$ cat config.mk
export PLATFORM = sky130hd
export DESIGN_NAME = vc_arbitration_cap_regs
export DESIGN_NICKNAME = d
export VERILOG_FILES = /design/src/vc_arb_pkg.sv /design/src/vc_arbitration_cap_regs.sv
export VERILOG_INCLUDE_DIRS = /design/src
export SDC_FILE = /design/constraint.sdc
export NUM_CORES = 1
export LEC_CHECK = 0
export ABC_CLOCK_PERIOD_IN_PS = 1800
export BUFFER_PORTS_ARGS = -buffer_cell sky130_fd_sc_hd__clkbuf_2
export CORE_MARGIN = 2
export CORE_UTILIZATION = 34
export DETAILED_ROUTE_END_ITERATION = 6
export PLACE_DENSITY_LB_ADDON = 0.3
export SLEW_MARGIN = 20
export SYNTH_ARGS = -nofsm -noshare
export SYNTH_HDL_FRONTEND = slang
export SYNTH_SLANG_ARGS = --single-unit
$ cat constraint.sdc
create_clock -name clk_i -period 1.8 [get_ports clk_i]
set_input_delay 0.09 -clock clk_i [delete_from_list [all_inputs] [get_ports clk_i]]
set_output_delay 0.09 -clock clk_i [all_outputs]
set_load 0.01 [all_outputs]
$ cat src/vc_arb_defines.svh
// Purpose: Constants for the port VC arbitration capability register bank.
// Assumes: AHB-Lite access with one 32-bit word per register.
// Notes: Register indices are kept as printed; byte address is index * 4.
`ifndef VC_ARB_DEFINES_SVH
`define VC_ARB_DEFINES_SVH

// Address width and the smallest width that reaches every register.
`define VCR_ADDR_W 12
`define VCR_ADDR_W_MIN 12
`define VCR_BYTES_PER_IDX 4

// Register indices.
`define PORT_VC_CAP_TWO_IDX 12'h208
`define PORT_VC_CONTROL_IDX 12'h20C
`define PORT_VC_STATUS_IDX 12'h20E
`define VC_RES_ZERO_CAP_IDX 12'h210

// AHB-Lite encodings.
`define AHB_TRANS_NONSEQ 2'h2
`define AHB_SIZE_WORD 3'h2
`define AHB_RESP_OKAY 1'h0

// Fixed capability values and the select reset value.
`define VC_ARB_CAP_VALUE 8'h00
`define VC_ARB_TABLE_OFFSET 8'h00
`define LP_EXT_VC_COUNT 3'h0
`define VC_ARB_SEL_RESET 3'h0
`define PORT_ARB_CAP_UP 8'h03
`define PORT_ARB_CAP_DOWN 8'h01

// Field positions.
`define VC_ARB_CAP_LSB 0
`define VC_ARB_CAP_RSVD_LSB 4
`define VC_ARB_CAP_MSB 7
`define VC_ARB_TBL_OFF_LSB 24
`define VC_ARB_TBL_OFF_MSB 31
`define LOAD_VC_ARB_TBL_BIT 0
`define VC_ARB_SEL_LSB 1
`define VC_ARB_SEL_MSB 3
`define VC_ARB_TBL_STS_BIT 0
`define PORT_ARB_CAP_LSB 0
`define PORT_ARB_CAP_MSB 7
`define ADV_PKT_SWITCH_BIT 14
`define REJECT_SNOOP_BIT 15
`define HALF_MSB 15
`define VCR_WORD_MSB 31

// Port arbitration capability encoding bits.
`define PARB_FIXED_RR_BIT 0
`define PARB_WRR32_BIT 1
`define PARB_WRR64_BIT 2
`define PARB_WRR128_BIT 3
`define PARB_TWRR128_BIT 4
`define PARB_WRR256_BIT 5

`endif

$ cat src/vc_arb_pkg.sv
// Purpose: Types for the port VC arbitration capability register bank.
// Assumes: Used together with vc_arb_defines.svh.
// Notes: Register selects are one-hot codes.
package vc_arb_pkg;

	// One-hot register select decoded from the bus address.
	typedef enum logic [4:0]
	{
		SEL_NONE = 5'h01,
		SEL_CAP_TWO = 5'h02,
		SEL_CONTROL = 5'h04,
		SEL_STATUS = 5'h08,
		SEL_RES_CAP = 5'h10
	} reg_sel_type;

endpackage : vc_arb_pkg

$ cat src/vc_arbitration_cap_regs.sv
// Purpose: Port VC capability 2, port VC control and status, and the low
//   half of VC resource 0 capability, reached over an AHB-Lite slave.
// Assumes: Single word transfers; upstream_port_i is a static strap.
// Notes: Only VC0 exists, so the arbitration select is stored but idle.
//
// Overview of operation
// - VC arbitration capability field reads all zeros.
// - Capability bit 0 fixed RR; bits 1-3 WRR 32/64/128; 4-7 reserved.
// - VC arbitration capability counts only when low-priority VC count > 0.
// - VC arbitration table offset at 31:24 reads zero: no table.
// - Load VC arbitration table bit is read-only zero with no action.
// - Writable 3-bit arbitration select at 3:1, reset zero, no effect.
// - VC arbitration table status bit reads zero.
// - Port arbitration capability reads 0x3 upstream, 0x1 downstream.
// - Port capability bits: fixed RR, WRR 32/64/128, timed WRR, WRR 256.
// - Advanced packet switching and reject snoop bits read zero.
// - Low-priority extended VC count is zero.
`timescale 1ns/100ps
`include "vc_arb_defines.svh"

module vc_arbitration_cap_regs
	import vc_arb_pkg::*;
#(
	parameter int ADDR_W = `VCR_ADDR_W
)
(
	input wire logic clk_i,
	input wire logic sys_rst_i,
	input wire logic upstream_port_i,
	input wire logic hsel_i,
	input wire logic [ADDR_W-1:0] haddr_i,
	input wire logic [1:0] htrans_i,
	input wire logic hwrite_i,
	input wire logic [2:0] hsize_i,
	input wire logic [31:0] hwdata_i,
	input wire logic hready_i,
	output logic [31:0] hrdata_o,
	output logic hreadyout_o,
	output logic hresp_o,
	output logic [2:0] vc_arbitration_select_o,
	output logic upstream_port_o
);

	// Refuse an address bus too narrow to reach the highest register.
	generate
		if (ADDR_W < `VCR_ADDR_W_MIN)
		begin : g_addr_check
			$error("ADDR_W too small for the register map.");
		end
	endgenerate

	// Maps an address to its one-hot register select.
	function automatic reg_sel_type decode_sel(input logic [ADDR_W-1:0] a);
		reg_sel_type s;
		s = SEL_NONE;
		if (a == ADDR_W'(`PORT_VC_CAP_TWO_IDX * `VCR_BYTES_PER_IDX))
			s = SEL_CAP_TWO;
		else if (a == ADDR_W'(`PORT_VC_CONTROL_IDX * `VCR_BYTES_PER_IDX))
			s = SEL_CONTROL;
		else if (a == ADDR_W'(`PORT_VC_STATUS_IDX * `VCR_BYTES_PER_IDX))
			s = SEL_STATUS;
		else if (a == ADDR_W'(`VC_RES_ZERO_CAP_IDX * `VCR_BYTES_PER_IDX))
			s = SEL_RES_CAP;
		return s;
	endfunction : decode_sel

	// Builds the read word for a select from the live state.
	function automatic logic [31:0] read_word(input reg_sel_type s,
		input logic [2:0] arb_sel, input logic up);
		logic [31:0] w;
		logic [7:0] parb;
		w = 32'h0000_0000;
		parb = 8'h00;
		parb[`PARB_FIXED_RR_BIT] = 1'b1;
		parb[`PARB_WRR32_BIT] = up;
		unique case (s)
			SEL_CAP_TWO:
			begin
				// Field left zero; reserved bits never set.
				// Gated by the fixed zero count.
				if (`LP_EXT_VC_COUNT != 3'h0)
					w[`VC_ARB_CAP_MSB:`VC_ARB_CAP_LSB] = `VC_ARB_CAP_VALUE;
				w[`VC_ARB_TBL_OFF_MSB:`VC_ARB_TBL_OFF_LSB] =
					`VC_ARB_TABLE_OFFSET;
			end
			SEL_CONTROL:
			begin
				w[`LOAD_VC_ARB_TBL_BIT] = 1'b0;
				w[`VC_ARB_SEL_MSB:`VC_ARB_SEL_LSB] = arb_sel;
			end
			SEL_STATUS:
			begin
				w[`VC_ARB_TBL_STS_BIT] = 1'b0;
			end
			SEL_RES_CAP:
			begin
				w[`PORT_ARB_CAP_MSB:`PORT_ARB_CAP_LSB] = parb;
				w[`ADV_PKT_SWITCH_BIT] = 1'b0;
				w[`REJECT_SNOOP_BIT] = 1'b0;
			end
			SEL_NONE:
			begin
				w = 32'h0000_0000;
			end
			default:
			begin
				w = 32'h0000_0000;
			end
		endcase
		return w;
	endfunction : read_word

	logic rd_acc;
	logic wr_acc;
	reg_sel_type addr_sel;
	reg_sel_type wr_sel_reg;
	reg_sel_type wr_sel_next;
	logic wr_pend_reg;
	logic wr_pend_next;
	logic [31:0] hrdata_reg;
	logic [31:0] hrdata_next;
	logic hreadyout_reg;
	logic hreadyout_next;
	logic hresp_reg;
	logic hresp_next;
	logic [2:0] arb_sel_reg;
	logic [2:0] arb_sel_next;
	logic upstream_reg;
	logic upstream_next;

	// Address phase qualifiers for accepted transfers; only writes must be word-sized.
	assign addr_sel = decode_sel(haddr_i);
	assign rd_acc = hsel_i && hready_i && !hwrite_i &&
		(htrans_i == `AHB_TRANS_NONSEQ);
	assign wr_acc = hsel_i && hready_i && hwrite_i &&
		(htrans_i == `AHB_TRANS_NONSEQ) && (hsize_i == `AHB_SIZE_WORD);

	// Control state: arbitration select and the port strap.
	always_comb
	begin
		arb_sel_next = arb_sel_reg;
		upstream_next = upstream_reg;
		if (wr_pend_reg && (wr_sel_reg == SEL_CONTROL))
			arb_sel_next = hwdata_i[`VC_ARB_SEL_MSB:`VC_ARB_SEL_LSB];
		if (sys_rst_i)
		begin
			arb_sel_next = `VC_ARB_SEL_RESET;
			upstream_next = upstream_port_i;
		end
	end

	// Registers the control state.
	always_ff @(posedge clk_i)
	begin
		arb_sel_reg <= arb_sel_next;
		upstream_reg <= upstream_next;
	end

	// Bus state: pending write, read data and ready.
	always_comb
	begin
		wr_pend_next = wr_acc;
		wr_sel_next = wr_acc ? addr_sel : SEL_NONE;
		hrdata_next = hrdata_reg;
		hreadyout_next = 1'b1;
		hresp_next = `AHB_RESP_OKAY;
		// Reserved and read-only bits come from read_word only.
		if (rd_acc)
			hrdata_next = read_word(addr_sel, arb_sel_next, upstream_reg);
		if (sys_rst_i)
		begin
			wr_pend_next = 1'b0;
			wr_sel_next = SEL_NONE;
			hrdata_next = 32'h0000_0000;
		end
	end

	// Registers the bus state; zero wait states, always OKAY.
	always_ff @(posedge clk_i)
	begin
		wr_pend_reg <= wr_pend_next;
		wr_sel_reg <= wr_sel_next;
		hrdata_reg <= hrdata_next;
		hreadyout_reg <= hreadyout_next;
		hresp_reg <= hresp_next;
	end

	assign hrdata_o = hrdata_reg;
	assign hreadyout_o = hreadyout_reg;
	assign hresp_o = hresp_reg;
	assign vc_arbitration_select_o = arb_sel_reg;
	assign upstream_port_o = upstream_reg;

	a_vc_cap_zero: assert property (@(posedge clk_i)
		disable iff (sys_rst_i)
		rd_acc && (addr_sel == SEL_CAP_TWO) |=>
		hrdata_o[`VC_ARB_CAP_MSB:`VC_ARB_CAP_LSB] == 8'h00)
		else $error("VC arbitration capability not zero.");

	a_cap_rsvd_bits: assert property (@(posedge clk_i)
		disable iff (sys_rst_i)
		rd_acc && (addr_sel == SEL_CAP_TWO) |=>
		hrdata_o[`VC_ARB_CAP_MSB:`VC_ARB_CAP_RSVD_LSB] == 4'h0)
		else $error("Reserved VC capability bits set.");

	a_cap_count_gate: assert property (@(posedge clk_i)
		disable iff (sys_rst_i)
		rd_acc && (addr_sel == SEL_CAP_TWO) |=>
		(hrdata_o[`VC_ARB_CAP_MSB:`VC_ARB_CAP_LSB] == 8'h00) ||
		(`LP_EXT_VC_COUNT != 3'h0))
		else $error("Capability reported with zero VC count.");

	a_tbl_off_zero: assert property (@(posedge clk_i)
		disable iff (sys_rst_i)
		rd_acc && (addr_sel == SEL_CAP_TWO) |=>
		hrdata_o[`VC_ARB_TBL_OFF_MSB:`VC_ARB_TBL_OFF_LSB] == 8'h00)
		else $error("VC arbitration table offset not zero.");

	a_load_bit_zero: assert property (@(posedge clk_i)
		disable iff (sys_rst_i)
		rd_acc && (addr_sel == SEL_CONTROL) |=>
		!hrdata_o[`LOAD_VC_ARB_TBL_BIT])
		else $error("Load VC table bit read as one.");

	// Written select is stored and driven on vc_arbitration_select_o.
	a_sel_written: assert property (@(posedge clk_i)
		disable iff (sys_rst_i)
		wr_pend_reg && (wr_sel_reg == SEL_CONTROL) |=>
		vc_arbitration_select_o ==
		$past(hwdata_i[`VC_ARB_SEL_MSB:`VC_ARB_SEL_LSB]))
		else $error("Arbitration select not stored.");

	a_sel_reset: assert property (@(posedge clk_i)
		sys_rst_i |=> vc_arbitration_select_o == `VC_ARB_SEL_RESET)
		else $error("Arbitration select not reset.");

	a_status_zero: assert property (@(posedge clk_i)
		disable iff (sys_rst_i)
		rd_acc && (addr_sel == SEL_STATUS) |=>
		hrdata_o == 32'h0000_0000)
		else $error("Port VC status not zero.");

	a_port_cap_val: assert property (@(posedge clk_i)
		disable iff (sys_rst_i)
		rd_acc && (addr_sel == SEL_RES_CAP) |=>
		hrdata_o[`PORT_ARB_CAP_MSB:`PORT_ARB_CAP_LSB] ==
		(upstream_port_o ? `PORT_ARB_CAP_UP : `PORT_ARB_CAP_DOWN))
		else $error("Port arbitration capability wrong.");

	// Only fixed round robin and 32-phase WRR may be advertised.
	a_parb_encoding: assert property (@(posedge clk_i)
		disable iff (sys_rst_i)
		rd_acc && (addr_sel == SEL_RES_CAP) |=>
		hrdata_o[`PARB_FIXED_RR_BIT] &&
		(hrdata_o[`PORT_ARB_CAP_MSB:`PARB_WRR64_BIT] == 6'h00))
		else $error("Port arbitration encoding has a wrong bit.");

	a_feature_bits: assert property (@(posedge clk_i)
		disable iff (sys_rst_i)
		rd_acc && (addr_sel == SEL_RES_CAP) |=>
		hrdata_o[`REJECT_SNOOP_BIT:`ADV_PKT_SWITCH_BIT] == 2'h0)
		else $error("Switching or snoop bit set.");

	// Writes elsewhere leave the select alone.
	a_ro_write_ignored: assert property (@(posedge clk_i)
		disable iff (sys_rst_i)
		wr_pend_reg && (wr_sel_reg != SEL_CONTROL) |=>
		$stable(vc_arbitration_select_o))
		else $error("Read-only write changed state.");

	a_ctl_rsvd_zero: assert property (@(posedge clk_i)
		disable iff (sys_rst_i)
		rd_acc && (addr_sel == SEL_CONTROL) |=>
		hrdata_o[`VCR_WORD_MSB:`VC_ARB_SEL_MSB+1] == 28'h0)
		else $error("Control reserved bits set.");

	// Capability two reserved bits read zero.
	a_cap2_rsvd_zero: assert property (@(posedge clk_i)
		disable iff (sys_rst_i)
		rd_acc && (addr_sel == SEL_CAP_TWO) |=>
		hrdata_o[`VC_ARB_TBL_OFF_LSB-1:`VC_ARB_CAP_MSB+1] == 16'h0000)
		else $error("Capability two reserved bits set.");

	// Resource capability reserved bits read zero.
	a_res_rsvd_zero: assert property (@(posedge clk_i)
		disable iff (sys_rst_i)
		rd_acc && (addr_sel == SEL_RES_CAP) |=>
		(hrdata_o[`ADV_PKT_SWITCH_BIT-1:`PORT_ARB_CAP_MSB+1] == 6'h00) &&
		(hrdata_o[`VCR_WORD_MSB:`HALF_MSB+1] == 16'h0000))
		else $error("Resource capability reserved bits set.");

	a_unmapped_zero: assert property (@(posedge clk_i)
		disable iff (sys_rst_i)
		rd_acc && (addr_sel == SEL_NONE) |=>
		hrdata_o == 32'h0000_0000)
		else $error("Unmapped address read not zero.");

	// Ignored writes still finish with no wait and OKAY.
	a_resp_okay: assert property (@(posedge clk_i)
		disable iff (sys_rst_i)
		wr_pend_reg |-> hreadyout_o && (hresp_o == `AHB_RESP_OKAY))
		else $error("Write data phase not ready and OKAY.");

endmodule : vc_arbitration_cap_regs

# Word-level counts from Yosys, hierarchy flattened
# Index checks and enable logic that the tools add are counted.
# Widths: inputs -> output; s select.
totals:
  ff_bits: 14
  inputBits: 55
  out_inout_bits: 38
  wordCells: 32
op_classes:
  n_eq_ne: 9
  mux: 8
  n_bitwise: 1
  reduce_logical: 9
op_table:
  columns: ["op", "count"]
  rows:
  - ["$eq 12x12->1 const B", 4]
  - ["$mux 5", 4]
  - ["$eq 5x3->1 const B", 2]
  - ["$logic_and 1x1->1", 7]
  - ["$mux 3", 2]
  - ["$pmux 3 s2", 1]
  - ["$eq 5x5->1 const B", 1]
  - ["$eq 3x2->1 const B", 1]
  - ["$eq 2x2->1 const B", 1]
  - ["$reduce_or 2->1", 1]
  - ["$logic_not 1->1", 1]
  - ["$mux 1", 1]
  - ["$not 1->1", 1]

# Logic depth before layout (Yosys ltp)
depth:
  ltp_word: 7
  mapped_depth: 4
  mapped_depth_nobuf: 4

# Worst setup path after synthesis
# No wires, ideal clock.
synth_timing:
  kind: "register -> register"
  startpoint: "reg wr_sel_reg[1]"
  endpoint: "reg hrdata_reg[1] (netlist: hrdata_o[1])"
  setup_time_ns: 0.126
  t_arrival_ns: 1.233
  required_ns: 1.674
  slack_ns: 0.441
  path_stages_with_launch: 5
  n_path_buf: 0
  period_less_slack_ns: 1.359
  cell_sequence: "dfxtp_1 nor4b_1 a21boi_0 o211ai_1 a31oi_1"
synth_via:
  elab_chain_cells: 5
synth_rtl:
  columns: ["item", "line_no", "source"]
  rows:
  - ["start: declaration", "vc_arbitration_cap_regs.sv:116", "reg_sel_type wr_sel_reg;"]
  - ["start signal: assignment", "vc_arbitration_cap_regs.sv:182", "wr_sel_reg <= wr_sel_next;"]
  - ["$eq 5x3->1", "vc_arbitration_cap_regs.sv:143", "if (wr_pend_reg && (wr_sel_reg == SEL_CONTROL))"]
  - ["$logic_and 1x1->1", "vc_arbitration_cap_regs.sv:143", null]
  - ["$mux 3", "vc_arbitration_cap_regs.sv:143", null]
  - ["$mux 3", "vc_arbitration_cap_regs.sv:145", "if (sys_rst_i)"]
  - ["$pmux 3 s2", "vc_arbitration_cap_regs.sv:76", "unique case (s)"]
  - ["end signal: assignment", "vc_arbitration_cap_regs.sv:183", "hrdata_reg <= hrdata_next;"]
  - ["end: declaration", "vc_arbitration_cap_regs.sv:120", "logic [31:0] hrdata_reg;"]
# No other way between the ends.
# A chain may end at the register's enable or synchronous reset.

# Worst setup path in the final report
layout_timing:
  startpoint: "reg wr_sel_reg[1]"
  endpoint: "reg hrdata_reg[2] (netlist: hrdata_o[2])"
# The elaborated chain is that of the path after synthesis.

==> flow_summary.yaml <==
global_route:
  antenna_found_initial: 0
  grt_overflow: 0
  grt_pass1_vias: 586
  grt_max_degree: 10
  grt.total_usage_pct: 10.7
  grt_pass1_wl_um: 2220
timing:
  fin_hold_ws_ps: 9.14
  finalCritPeriodShare_pct: 74.4
  setup_viol: 0
  skew_ps: 0.637
  hold_viol_final: 0
  fin_ws_ps: 462
  fmax_mhz: 747
  period_needed_ps: 1340
  fin_setup_tns_ps: 0
  final_max_slew_viol_count: 0
  rsz0062_at_grt: "false"
power_and_ir_drop:
  switching_power_mw: 0.147
  combinationalPowerShare_pct: 12.7
  p_int_mw: 0.468
  finalPower_mw: 0.614
  p_clk_share_pct: 35.9
  p_sw_share_pct: 23.9
  ir_drop_mv: 0.281
  leakage_nw: 0.476
  pwr-share-seq_pct: 51.4
  cellPowerDensity_nw_per_um2: 624
floorplan:
  pin_count: 93
  rows: 18
  core_um2: 2410
  dieWidth_um: 54.0
  die-area_um2: 2910
  die_h_um: 54.0
  initial_core_util_pct: 35.2
cells_and_area:
  layout-drive-gt1-share_pct: 38.1
  antenna_cells: 0
  area_delta_synth_final_pct: 16.1
  final_util_pct: 40.9
  nNetsFinal: 182
  final_cells: 156
  design_area_um2: 985
  fill_cells: 244
  largest_reg_flops: 5
setup_path:
  cp.required_ps: 1970
  crit_start: "wr_sel_reg[1]$_SDFF_PP0_"
  start_kind: "flop"
  critPathKind: "flop to flop"
  cp_data_arrival_time_ps: 1510
  r2r-start: "wr_sel_reg[1]$_SDFF_PP0_"
  cp-end-kind: "flop"
  path_max_fanout: 6
clocking:
  clockBufferDepth: 2
  cts.sinks: 14
  cts_inserted_buffers: 3
  postCtsHoldBufs: 1
  path_clk_slew_ps: 80
  cts-resized-gates: 0
  cts_tree: "built"
  htreeDepth: 1
  clock_latency_ps: 270
  postCtsSetupBuffers: 0
  root_buffer: "clkbuf_4"
job:
  maxCapViolCount: 0
detailed_routing:
  viasPerCell: 4.14
  totalWireLength_um: 1430
  drc: 0
  vias: 646
  firstDrtPassIters: 3
  drtIter0Drc: 1
  final_antenna_net_count: 0
  wl_per_cell_um: 9.15
logic_synthesis:
  syn_area_um2: 848
  synth.distinct_cells: 30
  syn_inst: 89
  avgSynthCellArea_um2: 9.53
  synth_seq_area_share_pct: 34.2
  synth-seq-cells: 14
  ys.warnings.count: 0
hold_path:
  hold_class: "input port to flop"
  hold_start: "haddr_i[4]"
placed_design:
  hpwl_um: 1290
  gp_congestion: 0.687
  dpl_cell_area_um2: 938
  dp_cells: 151
  dpl_worst_slack_ps: 316
  port_buffers: 33
run_status:
  outcome: "completed"
[path summary, 6_finish.rpt]
| kind | endpoint | slack [ps] | depth (start not counted) |
|---|---|---|---|
| hold reg to reg | hrdata_o[2]$_SDFFE_PP0P_ | 450 | 2 |
| setup / recovery | hrdata_o[2]$_SDFFE_PP0P_ | 460 | 5 |
| hold / removal | wr_sel_reg[1]$_SDFF_PP0_ | 9 | 2 |
| setup reg to reg | hrdata_o[2]$_SDFFE_PP0P_ | 460 | 5 |
[cell type report]
type	count	area (µm²)	area share [%]
clock buffers	4	36.3	3.68
multi-input cells	73	438	44.5
flip-flops and latches	14	290	29.5
well taps	30	37.5	3.81
repair buffers	35	183	18.6
[critical path, cell delays in order (launching register included)]
cell      delay [ps]
dfxtp_1          310
nor4b_1          320
buf_4            190
a21boi_0         130
o211ai_1         200
a21oi_1           80
[cells in the mapped netlist]
| master | n | area [µm²] |
|---|---|---|
| buf_4 | 30 | 225 |
| dfxtp_1 | 13 | 260 |
| nand2_1 | 5 | 18.8 |
| a21oi_1 | 4 | 20.0 |
| and3_1 | 4 | 25.0 |
| a21boi_0 | 3 | 22.5 |
| o211ai_1 | 3 | 22.5 |
| o21ba_2 | 3 | 30.0 |
| and2_1 | 2 | 12.5 |
| conb_1 | 2 | 7.51 |
| a31oi_1 | 1 | 6.26 |
| and3b_1 | 1 | 8.76 |
| edfxtp_1 | 1 | 30.0 |
| nand2b_1 | 1 | 6.26 |
| nand3_1 | 1 | 5.00 |
| nand4b_1 | 1 | 8.76 |
| nand4bb_1 | 1 | 11.3 |
| nor2_1 | 1 | 3.75 |
| nor2b_1 | 1 | 6.26 |
| nor3_1 | 1 | 5.00 |
| nor3b_1 | 1 | 7.51 |
| nor4_2 | 1 | 12.5 |
| nor4b_1 | 1 | 8.76 |
| nor4b_2 | 1 | 15.0 |
| nor4b_4 | 1 | 23.8 |
| o21ai_0 | 1 | 5.00 |
| or2_2 | 1 | 6.26 |
| or3b_2 | 1 | 8.76 |
| or4_4 | 1 | 11.3 |
| or4b_4 | 1 | 13.8 |
[cells in the final DEF (no fill, tap or decap), drive strengths merged]
cell type | Yosys | routed
and3b | 1 | 1
nand4bb | 1 | 1
buf | 30 | 1
and2 | 2 | 2
clkbuf | 0 | 37
or4 | 1 | 1
nand2b | 1 | 1
or4b | 1 | 1
nor4b | 3 | 3
nor4 | 1 | 1
a21oi | 4 | 4
o21ai | 1 | 1
or3b | 1 | 1
dlygate4sd3 | 0 | 1
nand4b | 1 | 1
nand2 | 5 | 5
and3 | 4 | 4
o211ai | 3 | 3
nor3 | 1 | 1
nand3 | 1 | 1
dfxtp | 13 | 13
nor2 | 1 | 1
o21ba | 3 | 3
nor2b | 1 | 1
nor3b | 1 | 1
a31oi | 1 | 1
or2 | 1 | 1
a21boi | 3 | 3
conb | 2 | 30
edfxtp | 1 | 1
[cell families (layout without fill, tap and decap cells)]
kind of cell / count (synthesis) / count (layout) / synth area share, %
buffers and inverters: 30 / 39 / 26.5
AND/OR/NAND/NOR: 28 / 28 / 25.8
AO/OA/AOI/OAI: 15 / 15 / 12.5
flip-flops: 14 / 14 / 34.2
other: 2 / 30 / 0.885
[power by group through the flow]
stage	registers (mW)	logic, mW	clock network (mW)
4_1_cts	0.316	0.0777	0.229
6_report	0.316	0.0780	0.221
5_1_grt	0.316	0.0884	0.238
2_1_floorplan	0.324	0.0883	0
3_5_place_dp	0.323	0.0760	0
3_3_place_gp	0.323	0.0745	0
[per-layer routing]
layer	vias to the layer above	global-route usage (%)	wire [µm]
li1	326	-	-
met1	287	10.7	512
met2	33	20.3	775
met3	0	2.50	139
met4	0	5.13	0
met5	-	0	0
(Power assumes the default switching activity.)
